[src/core/ccm_ctrl_pkg.sv]
package ccm_ctrl_pkg;
    // Register byte offsets
    localparam logic [11:0] OFS_KS_EVENT = 12'h100;
    localparam logic [11:0] OFS_CD_EVENT = 12'h104;
    localparam logic [11:0] OFS_ERR_EVENT = 12'h108;
    localparam logic [11:0] OFS_SHORTCUTS = 12'h200;
    localparam logic [11:0] OFS_IRQ_SET = 12'h304;
    localparam logic [11:0] OFS_IRQ_CLR = 12'h308;
    localparam logic [11:0] OFS_MIC = 12'h400;
    localparam logic [11:0] OFS_ENABLE = 12'h500;
    localparam logic [11:0] OFS_MODE = 12'h504;
    // Field positions
    localparam int BIT_KS = 0;
    localparam int BIT_CD = 1;
    localparam int BIT_ERR = 2;
    localparam int BIT_SHORT = 0;
    localparam int BIT_MIC = 0;
    localparam int BIT_EVENT = 0;
    // Field widths
    localparam int ENABLE_W = 2;
    localparam int MODE_W = 5;
    localparam int NUM_IRQ = 3;
    // Enable field encodings
    localparam logic [1:0] ENABLE_OFF = 2'h0;
    localparam logic [1:0] ENABLE_ON = 2'h2;
    // Reset values
    localparam logic [2:0] IRQ_EN_RESET = 3'h0;
    localparam logic [1:0] ENABLE_RESET = 2'h0;
    localparam logic [4:0] MODE_RESET = 5'h01;
    localparam logic [31:0] READ_ZERO = 32'h0;
    // Tracker states for the key-stream to cipher chain
    typedef enum logic [2:0] {
        CH_IDLE = 3'b001,
        CH_WAIT = 3'b010,
        CH_FIRE = 3'b100
    } chain_state_t;
endpackage : ccm_ctrl_pkg

[src/core/event_flag.sv]
`timescale 1ns/1ps
// Sticky event flag: hardware set wins over software write of 0
module event_flag (
    input wire logic mclk, // Clock
    input wire logic rst, // Async reset
    input wire logic hwSet, // Event pulse
    input wire logic swWrite, // Software write strobe
    input wire logic swData, // Software write value
    output logic flag // Sticky flag
);
    always_ff @(posedge mclk or posedge rst) begin
        if (rst) begin
            flag <= 1'b0;
        end else if (hwSet) begin
            flag <= 1'b1;
        end else if (swWrite) begin
            flag <= swData;
        end
    end
endmodule : event_flag

[src/core/ccm_cipher_ctrl_regs.sv]
`timescale 1ns/1ps
// Behaviour
// - Shortcut bit set: key-stream-done triggers cipher run task automatically.
// - Irq set bit A write 1 enables key-stream-done interrupt; reads state.
// - Irq set bit B write 1 enables cipher-done interrupt; reads state.
// - Irq set bit C write 1 enables deprecated error interrupt.
// - Irq clear bit A write 1 disables key-stream-done interrupt.
// - Irq clear bit B write 1 disables cipher-done interrupt.
// - Irq clear bit C write 1 disables error interrupt.
// - Read-only bit shows last decryption integrity result, 1 passed.
// - Two-bit enable field: 0 disables engine, 2 enables it.
// - Key-stream-done flag set on completion; software may write it.
// - Cipher-done flag set when encrypt or decrypt finishes.
// - Mode settings sampled whenever key-stream start or cipher run fires.
module ccm_cipher_ctrl_regs
    import ccm_ctrl_pkg::*;
(
    input wire logic mclk, // 100 MHz clock
    input wire logic rst, // Async reset, high
    input wire logic [11:0] addr, // Byte address
    input wire logic [31:0] wdata, // Write data
    input wire logic wr, // Write strobe
    input wire logic rd, // Read strobe
    output logic [31:0] rdata, // Read data, cycle after rd
    input wire logic keystreamDone, // Key-stream generation finished
    input wire logic cipherDone, // Cipher operation finished
    input wire logic cipherError, // Error pulse, deprecated
    input wire logic micPass, // Integrity result of datapath
    input wire logic micValid, // Pulse: micPass is fresh
    input wire logic keystreamStart, // Key-stream start task pulse
    input wire logic cipherRunSw, // Cipher run task from software
    output logic cipherRunTask, // Cipher run task to datapath
    output logic engineEnabled, // Engine enabled level
    output logic [4:0] activeMode, // Mode captured at task
    output logic irq // Level interrupt
);
    ////////////////////////////////////////////////////////////////////
    logic shortcut;
    logic [2:0] irqEn;
    logic [1:0] enableField;
    logic [4:0] modeReg;
    logic micResult;
    logic [2:0] flags;
    logic [2:0] hwEvents;
    logic [2:0] flagWr;
    logic chainFire;
    chain_state_t chainState;

    // One address decode shared by read and write paths
    function automatic logic hit(input logic [11:0] a,
                                 input logic [11:0] ofs);
        return a == ofs;
    endfunction : hit

    ////////////////////////////////////////////////////////////////////
    // shortcut register
    always_ff @(posedge mclk or posedge rst) begin
        if (rst) begin
            shortcut <= 1'b0;
        end else if (wr && hit(addr, OFS_SHORTCUTS)) begin
            shortcut <= wdata[BIT_SHORT];
        end
    end

    // enable set and clear, zeros ignored
    // bits A, B and C share this path
    always_ff @(posedge mclk or posedge rst) begin
        if (rst) begin
            irqEn <= IRQ_EN_RESET;
        end else if (wr && hit(addr, OFS_IRQ_SET)) begin
            irqEn <= irqEn | wdata[NUM_IRQ-1:0];
        end else if (wr && hit(addr, OFS_IRQ_CLR)) begin
            irqEn <= irqEn & ~wdata[NUM_IRQ-1:0];
        end
    end

    // enable field; only the value 2 turns the engine on
    always_ff @(posedge mclk or posedge rst) begin
        if (rst) begin
            enableField <= ENABLE_RESET;
        end else if (wr && hit(addr, OFS_ENABLE)) begin
            enableField <= wdata[ENABLE_W-1:0];
        end
    end

    // engine level kept in a flop beside the field
    // Reserved codes 1 and 3 leave the engine off
    always_ff @(posedge mclk or posedge rst) begin
        if (rst) begin
            engineEnabled <= (ENABLE_RESET == ENABLE_ON);
        end else if (wr && hit(addr, OFS_ENABLE)) begin
            engineEnabled <= (wdata[ENABLE_W-1:0] == ENABLE_ON);
        end
    end

    // Mode register held for the datapath
    always_ff @(posedge mclk or posedge rst) begin
        if (rst) begin
            modeReg <= MODE_RESET;
        end else if (wr && hit(addr, OFS_MODE)) begin
            modeReg <= wdata[MODE_W-1:0];
        end
    end

    // mode latched when either task fires
    always_ff @(posedge mclk or posedge rst) begin
        if (rst) begin
            activeMode <= MODE_RESET;
        end else if (keystreamStart || cipherRunTask) begin
            activeMode <= modeReg;
        end
    end

    // integrity result, updated only by the datapath
    always_ff @(posedge mclk or posedge rst) begin
        if (rst) begin
            micResult <= 1'b0;
        end else if (micValid) begin
            micResult <= micPass;
        end
    end

    ////////////////////////////////////////////////////////////////////
    // sticky event flags, hardware set beats clear
    assign hwEvents = {cipherError, cipherDone, keystreamDone};
    assign flagWr = {wr && hit(addr, OFS_ERR_EVENT),
                     wr && hit(addr, OFS_CD_EVENT),
                     wr && hit(addr, OFS_KS_EVENT)};
    for (genvar i = 0; i < NUM_IRQ; i++) begin : g_flag
        event_flag u_flag (
            .mclk(mclk),
            .rst(rst),
            .hwSet(hwEvents[i]),
            .swWrite(flagWr[i]),
            .swData(wdata[BIT_EVENT]),
            .flag(flags[i])
        );
    end

    ////////////////////////////////////////////////////////////////////
    // chain tracker: fire one cycle after the event
    always_ff @(posedge mclk or posedge rst) begin
        if (rst) begin
            chainState <= CH_IDLE;
        end else begin
            unique case (chainState)
                CH_IDLE: begin
                    if (keystreamDone && shortcut) begin
                        chainState <= CH_FIRE;
                    end
                end
                CH_FIRE: begin
                    chainState <= (keystreamDone && shortcut) ?
                                  CH_FIRE : CH_IDLE;
                end
                CH_WAIT: begin
                    chainState <= CH_IDLE;
                end
                default: begin
                    chainState <= CH_IDLE;
                end
            endcase
        end
    end
    assign chainFire = (chainState == CH_FIRE);
    // Cipher task from software or from the shortcut
    assign cipherRunTask = cipherRunSw || chainFire;

    assign irq = |(flags & irqEn);

    ////////////////////////////////////////////////////////////////////
    // Read path; unmapped offsets read zero
    always_ff @(posedge mclk or posedge rst) begin
        if (rst) begin
            rdata <= READ_ZERO;
        end else if (rd) begin
            rdata <= READ_ZERO;
            if (hit(addr, OFS_KS_EVENT)) begin
                rdata[BIT_EVENT] <= flags[BIT_KS];
            end else if (hit(addr, OFS_CD_EVENT)) begin
                rdata[BIT_EVENT] <= flags[BIT_CD];
            end else if (hit(addr, OFS_ERR_EVENT)) begin
                rdata[BIT_EVENT] <= flags[BIT_ERR];
            end else if (hit(addr, OFS_SHORTCUTS)) begin
                rdata[BIT_SHORT] <= shortcut;
            end else if (hit(addr, OFS_IRQ_SET) ||
                         hit(addr, OFS_IRQ_CLR)) begin
                rdata[NUM_IRQ-1:0] <= irqEn;
            end else if (hit(addr, OFS_MIC)) begin
                rdata[BIT_MIC] <= micResult;
            end else if (hit(addr, OFS_ENABLE)) begin
                rdata[ENABLE_W-1:0] <= enableField;
            end else if (hit(addr, OFS_MODE)) begin
                rdata[MODE_W-1:0] <= modeReg;
            end
        end
    end

    ////////////////////////////////////////////////////////////////////
    // shortcut chains task
    a_short_chain_fires: assert property (
        @(posedge mclk) disable iff (rst)
        keystreamDone && shortcut |=> cipherRunTask)
        else $error("shortcut did not fire cipher task");

    a_chain_one_shot: assert property (
        @(posedge mclk) disable iff (rst)
        chainFire && !keystreamDone |=> !chainFire)
        else $error("chained task longer than one cycle");

    a_no_chain_off: assert property (
        @(posedge mclk) disable iff (rst)
        !shortcut && !cipherRunSw && !$past(shortcut) |-> !cipherRunTask)
        else $error("cipher task fired with shortcut off");

    a_irq_set_works: assert property (
        @(posedge mclk) disable iff (rst)
        wr && addr == OFS_IRQ_SET && wdata[BIT_KS] |=> irqEn[BIT_KS])
        else $error("set did not enable");

    a_irq_set_b: assert property (
        @(posedge mclk) disable iff (rst)
        wr && addr == OFS_IRQ_SET && wdata[BIT_CD] |=> irqEn[BIT_CD])
        else $error("set did not enable cipher-done");

    a_irq_set_c: assert property (
        @(posedge mclk) disable iff (rst)
        wr && addr == OFS_IRQ_SET && wdata[BIT_ERR] |=> irqEn[BIT_ERR])
        else $error("set did not enable error");

    a_irq_clr_a: assert property (
        @(posedge mclk) disable iff (rst)
        wr && addr == OFS_IRQ_CLR && wdata[BIT_KS] |=> !irqEn[BIT_KS])
        else $error("clear did not disable key-stream");

    a_irq_clr_works: assert property (
        @(posedge mclk) disable iff (rst)
        wr && addr == OFS_IRQ_CLR && wdata[BIT_CD] |=> !irqEn[BIT_CD])
        else $error("clear did not disable");

    a_irq_clr_c: assert property (
        @(posedge mclk) disable iff (rst)
        wr && addr == OFS_IRQ_CLR && wdata[BIT_ERR] |=> !irqEn[BIT_ERR])
        else $error("clear did not disable error");

    a_zero_keeps_en: assert property (
        @(posedge mclk) disable iff (rst)
        wr && (addr == OFS_IRQ_SET || addr == OFS_IRQ_CLR) &&
        wdata[NUM_IRQ-1:0] == '0 |=> $stable(irqEn))
        else $error("zero write changed enables");

    a_irq_level_ok: assert property (
        @(posedge mclk) disable iff (rst)
        $past(cipherDone) && irqEn[BIT_CD] |-> irq)
        else $error("interrupt missing");

    a_irq_drops: assert property (
        @(posedge mclk) disable iff (rst)
        wr && addr == OFS_IRQ_CLR && wdata[NUM_IRQ-1:0] == irqEn |=> !irq)
        else $error("interrupt stayed with all enables cleared");

    a_event_sticky: assert property (
        @(posedge mclk) disable iff (rst)
        cipherDone |=> flags[BIT_CD])
        else $error("event flag not set");

    a_flag_sw_write: assert property (
        @(posedge mclk) disable iff (rst)
        wr && addr == OFS_KS_EVENT && !keystreamDone
        |=> flags[BIT_KS] == $past(wdata[BIT_EVENT]))
        else $error("event flag ignored software write");

    a_enable_field: assert property (
        @(posedge mclk) disable iff (rst)
        wr && addr == OFS_ENABLE && wdata[ENABLE_W-1:0] == ENABLE_ON
        |=> engineEnabled)
        else $error("engine not enabled");

    a_engine_off: assert property (
        @(posedge mclk) disable iff (rst)
        wr && addr == OFS_ENABLE && wdata[ENABLE_W-1:0] == ENABLE_OFF
        |=> !engineEnabled)
        else $error("engine not disabled");

    a_mic_readback: assert property (
        @(posedge mclk) disable iff (rst)
        micValid ##1 !micValid ##1 rd && addr == OFS_MIC && !micValid
        |=> rdata[BIT_MIC] == $past(micPass, 3))
        else $error("integrity result wrong");

    a_mode_capture: assert property (
        @(posedge mclk) disable iff (rst)
        keystreamStart |=> activeMode == $past(modeReg))
        else $error("mode not captured");

    a_mode_capture_run: assert property (
        @(posedge mclk) disable iff (rst)
        cipherRunTask |=> activeMode == $past(modeReg))
        else $error("mode not captured at run task");

    // Main scenarios reached
    c_chain: cover property (@(posedge mclk) keystreamDone && shortcut);
    c_chain_fire: cover property (@(posedge mclk) chainFire);
    c_irq: cover property (@(posedge mclk) $rose(irq));
    c_mic: cover property (@(posedge mclk) micValid && micPass);
    c_engine_on: cover property (@(posedge mclk) $rose(engineEnabled));
endmodule : ccm_cipher_ctrl_regs

[config.mk]
export PLATFORM = sky130hd
export DESIGN_NAME = ccm_cipher_ctrl_regs
export DESIGN_NICKNAME = d
export VERILOG_FILES = /design/src/core/ccm_ctrl_pkg.sv /design/src/core/event_flag.sv /design/src/core/ccm_cipher_ctrl_regs.sv
export SDC_FILE = /design/constraint.sdc
export NUM_CORES = 1
export LEC_CHECK = 0
export ABC_CLOCK_PERIOD_IN_PS = 2100
export BUFFER_PORTS_ARGS = -buffer_cell sky130_fd_sc_hd__buf_2
export CORE_UTILIZATION = 40
export DETAILED_ROUTE_END_ITERATION = 10
export HOLD_SLACK_MARGIN = 0.1
export PLACE_DENSITY = 0.73
export SLEW_MARGIN = 20
export SYNTH_ARGS = -nofsm -noshare
export SYNTH_HDL_FRONTEND = slang
export SYNTH_SLANG_ARGS = --single-unit
[constraint.sdc]
create_clock -name mclk -period 2.1 [get_ports mclk]
set_input_delay 0.105 -clock mclk [delete_from_list [all_inputs] [get_ports mclk]]
set_output_delay 0.105 -clock mclk [all_outputs]
set_load 0.005 [all_outputs]
==> Word-level counts from Yosys, hierarchy flattened <==
Index checks and enable logic that the tools add are counted.
{ "totals": {"ff_bits": 29, "out_inout_bits": 40, "wordCells": 80} }
{ "op_classes": {"n_eq_ne": 13, "n_mux": 34, "bitwise_logic": 4, "reduce_logical": 17} }
{ "ops": {"columns": ["operator", "n"], "rows": [
  ["5-bit 2-to-1 mux", 9],
  ["12-bit by 10-bit equality test with 1-bit output, second input constant", 3],
  ["12-bit by 11-bit equality test with 1-bit output, second input constant", 3],
  ["12-bit by 9-bit equality test with 1-bit output, second input constant", 3],
  ["4-bit 2-to-1 mux", 5],
  ["3-bit 2-to-1 mux", 6],
  ["1-bit 2-to-1 mux", 11],
  ["1-bit logical AND", 9],
  ["2-bit nonzero test", 4],
  ["3-bit bitwise AND", 2],
  ["3-bit case mux with 2 select lines", 1],
  ["2-bit 2-to-1 mux", 2],
  ["3-bit by 1-bit equality test with 1-bit output, second input constant", 1],
  ["3-bit equality test, second input constant", 1],
  ["1-bit logical OR", 3],
  ["3-bit NOT", 1],
  ["3-bit OR", 1],
  ["3-bit OR reduction", 1],
  ["2-bit equality test, second input constant", 1],
  ["2-bit != test, second input constant", 1]
]} }

==> Logic depth before layout (Yosys ltp) <==
{ "depth": {"depth_word": 17, "depth_mapped": 6, "depth_no_buf": 5} }

==> Cells and area by module <==
Synthesis repeated with hierarchy kept, for this count alone.
{ "hier_totals": {"hier_cells": 162, "hier_area_um2": 1695.4} }
{ "modules_own_cells": {"columns": ["module", "n_inst", "cells_per_inst", "area_each_um2"], "rows": [
  ["ccm_cipher_ctrl_regs", 1, 150, 1564.0],
  ["event_flag", 3, 4, 43.8]
]} }

==> Least setup slack after synthesis <==
No wires, ideal clock.
{ "synth_path": {"kind": "reg2reg", "startpoint": "register chainState[0]", "endpoint": "register activeMode[1]", "setup_ps": 125, "arrival_time_ps": 1686, "slack_ps": 289, "stages_incl_launch_ff": 6, "path_buffers": 0, "synth_period_minus_slack_ps": 1811, "cell_sequence": "dfstp_2 inv_1 ha_1 or2_2 nor2_1 mux2_2"} }
{ "synth_between": {"elab_chain_len": 3} }
{ "synth_rtl": {"columns": ["element", "line", "text"], "rows": [
  ["start: declaration", "ccm_cipher_ctrl_regs.sv:47", "chain_state_t chainState;"],
  ["start signal: assignment", "ccm_cipher_ctrl_regs.sv:153", "chainState <= (keystreamDone && shortcut) ?"],
  ["3-bit equality test", "ccm_cipher_ctrl_regs.sv:165", "assign chainFire = (chainState == CH_FIRE);"],
  ["1-bit logical OR", "ccm_cipher_ctrl_regs.sv:167", "assign cipherRunTask = cipherRunSw || chainFire;"],
  ["named net cipherRunTask", "ccm_cipher_ctrl_regs.sv:32", "output logic cipherRunTask,"],
  ["1-bit logical OR", "ccm_cipher_ctrl_regs.sv:109", "end else if (keystreamStart || cipherRunTask) begin"],
  ["end signal: assignment", "ccm_cipher_ctrl_regs.sv:110", "activeMode <= modeReg;"],
  ["end: declaration", "ccm_cipher_ctrl_regs.sv:34", "output logic [4:0] activeMode,"]
]} }
The timed path passes the listed nets, and every way through them passes these cells.
A chain may end at the register's enable or synchronous reset.

==> Final worst setup path <==
{ "layout_path": {"startpoint": "register chainState[0]", "endpoint": "register activeMode[4]"} }
{ "layout_between": {"elab_chain_len": 3} }
{ "layout_rtl": {"columns": ["element", "line"], "rows": [
  ["3-bit equality test", "ccm_cipher_ctrl_regs.sv:165"],
  ["1-bit logical OR", "ccm_cipher_ctrl_regs.sv:167"],
  ["1-bit logical OR", "ccm_cipher_ctrl_regs.sv:109"]
]} }
Every way passes these cells.

==> reports/metrics.yaml <==
status:
  outcome: "complete, no violations"
placed_design:
  port_buffers: 40
  dpl-instance-area_sq_mm: 0.001893
  pre_cts_ws_ns: 0.3012
  dp_hpwl_mm: 2.653
  gp_congestion: 0.9007
timing:
  finalHoldViolCount: 0
  fin_setup_tns_ns: 0
  hold_ws_ns: 0.09919
  fmax_mhz: 553.7
  finalWorstSetupSlack_ns: 0.2939
  slew_violations: 0
  setup_violations: 0
  fin_crit_ns: 1.806
  rsz0062_at_grt: "no"
  period_share_pct: 86.01
  skew_ns: 0.004899
synth:
  synth.distinct_cells: 44
  yosysTopAreaCell: "dfrtp_1"
  synth.avg_cell_area_sq_um: 10.37
  synth-xor-area-share_pct: 0
  synth_seq_area_share_pct: 40.42
  synth_edf_count: 0
  synth-seq-cells: 28
  synth_warnings: 0
  synthMuxAreaShare_pct: 11.27
  netlist_area_sq_mm: 0.001743
  synth_top_family_by_area: "simple AND/OR/NAND/NOR gates"
  synthAdderAreaFrac_pct: 1.436
  synthSimpleGateAreaFrac_pct: 18.45
  synth_top_area_share_pct: 35.89
  synth_top_cells_by_count: "28 x buf_4, 25 x dfrtp_1, 10 x nand2_1, 10 x nor2_1"
  yosysMostFrequentCell: "buf_4"
  synth_area_leaders: "dfrtp_1 36%, buf_4 12%, mux2_2 5.8%, dfstp_2 4.5%, mux2_4 4.3%"
  synth_top_flop_cell: "dfrtp_1"
  synth-compound-area-share_pct: 13.35
  netlist_instances: 168
  ys_async_sr_fraction_pct: 100.0
worst_hold_path:
  hp-class: "input port to flop"
cts:
  cts_max_level: 1
  clk_pin_slew_ns: 0.10
  cts.sinks: 28
  cts_inserted_buffers: 3
  cts_root_buf: "clkbuf_8"
  cts_tree: "built"
  clock_latency_ns: 0.27
  cts_setup_buffers: 0
  max-clock-path-buffers: 2
setup_path:
  cp-start-kind: "flop"
  cp_data_arrival_time_ns: 1.98
  endpoint_kind: "flop"
  regToRegSetupSlack_ns: 0.29
  crit_required_ns: 2.27
  crit_slowest_cell: "dfstp_2"
  critPathKind: "flop to flop"
  crit_chain: "inv_1 -> ha_1 -> or2_2 -> nor2_1 -> buf_4 -> mux2_2"
  max_stage_delay_ns: 0.55
  path_buf_inv: 2
  critPathMaxFanout: 5
  path_delay_family: "flip-flops"
detailed_routing:
  drt_iter0_drc: 71
  viasPerCell: 5.094
  postRouteAntennaNets: 0
  drcViolationCount: 0
  wl_mm: 3.480
  vias: 1355
  firstDrtPassIters: 4
  routedWlPerCell_microns: 13.08
finish:
  nets: 274
  design_area_sq_mm: 0.002024
  drive_gt1_share_pct: 33.33
  syn_to_final_growth_pct: 16.15
  n_antenna_cell: 0
power_and_ir_drop:
  power_per_cell_area_mw_per_mm2: 580.9
  p_leak_uw: 0.0009604
  p_total_uw: 1176
  peakVddDrop_uv: 230.3
grt:
  grt_pass1_vias: 1255
  grt_pass1_wl_mm: 5.885
  grt_use_total_pct: 16.89
  gr-total-overflow: 0
  grt_max_degree: 29
  grt_antenna_before_repair: 0
die:
  rows: 23
  design.core.area_sq_mm: 0.004086
  dieHeight_microns: 68.01
  start_util_pct: 42.65
  die_area_sq_mm: 0.004625
  die_x_microns: 68.01
  io_pins: 95
job:
  maxCapViolCount: 0
-- per-stage QoR --
| step | instances | utilization, % |
|---|---|---|
| 6_report | 266 | 49.54 |
| 5_1_grt | 266 | 49.54 |
| 4_1_cts | 266 | 49.54 |
| 3_5_place_dp | 256 | 46.33 |
| 3_3_place_gp | 256 | 46.33 |
| 2_1_floorplan | 194 | - |
-- cell usage in the layout (no fill, tap or decap), drive strengths merged, types with 8 or more instances in the layout --
master  Yosys  routed
nor3        9       9
conb        1      27
buf        29      42
inv         9       9
mux2       14      14
a21oi       8       8
nand2      10      10
dfrtp      25      25
nor2       10      10
-- report_power, final --
part	total, uW	internal [uW]	switching (uW)	leakage, uW
clock	426	255	171	0.0000357
sequential	569	561	8.31	0.000340
combinational	181	75.9	105	0.000585
total	1180	892	284	0.000960
-- tightest hold or removal path: stages --
cell and delay [ns]:
buf_2 0.09, nor3_1 0.04, a21oi_1 0.10
-- cells by family after synthesis --
| kind of cell | Yosys count |
|---|---|
| AND/OR/NAND/NOR | 51 |
| buffers and inverters | 39 |
| AO/OA/AOI/OAI | 31 |
| flip-flops | 28 |
| multiplexers | 16 |
| adder cells (fa/ha/maj) | 2 |
| other | 1 |
-- routing by layer --
| layer | part of all wire [%] | GRT usage, % | vias up |
|---|---|---|---|
| met3 | 7.0 | 2.500 | 6 |
| li1 | - | - | 643 |
| met2 | 48 | 28.06 | 63 |
| met1 | 43 | 23.01 | 643 |
| met5 | 0 | 0 | - |
| met4 | 1.2 | 3.906 | 0 |
-- final timing paths --
path,end,startpoint,cells after the start
max in group asynchronous,modeReg[0],rst,4
min,g_flag[2].u_flag.flag,cipherError,3
max,activeMode[4],chainState[0],6
max reg2reg,activeMode[4],chainState[0],6
min reg2reg,rdata[3],rdata[3],1
min in group asynchronous,activeMode[3],rst,4
-- final cells by class --
class,instances,area [sq um]
Tap cell,50,62.56
Inverter,9,33.78
Sequential cell,28,704.4
Timing Repair Buffer,48,275.3
Clock inverter,1,30.03
Multi-Input combinational cell,127,877.1
Fill cell,385,2062
Clock buffer,3,41.29
-- what timing repair did --
item,CTS,global route
endpoints found under the hold margin,29,0
gates resized for setup,0,0
hold buffers,6,0
Power figures use the tool's default switching activity.
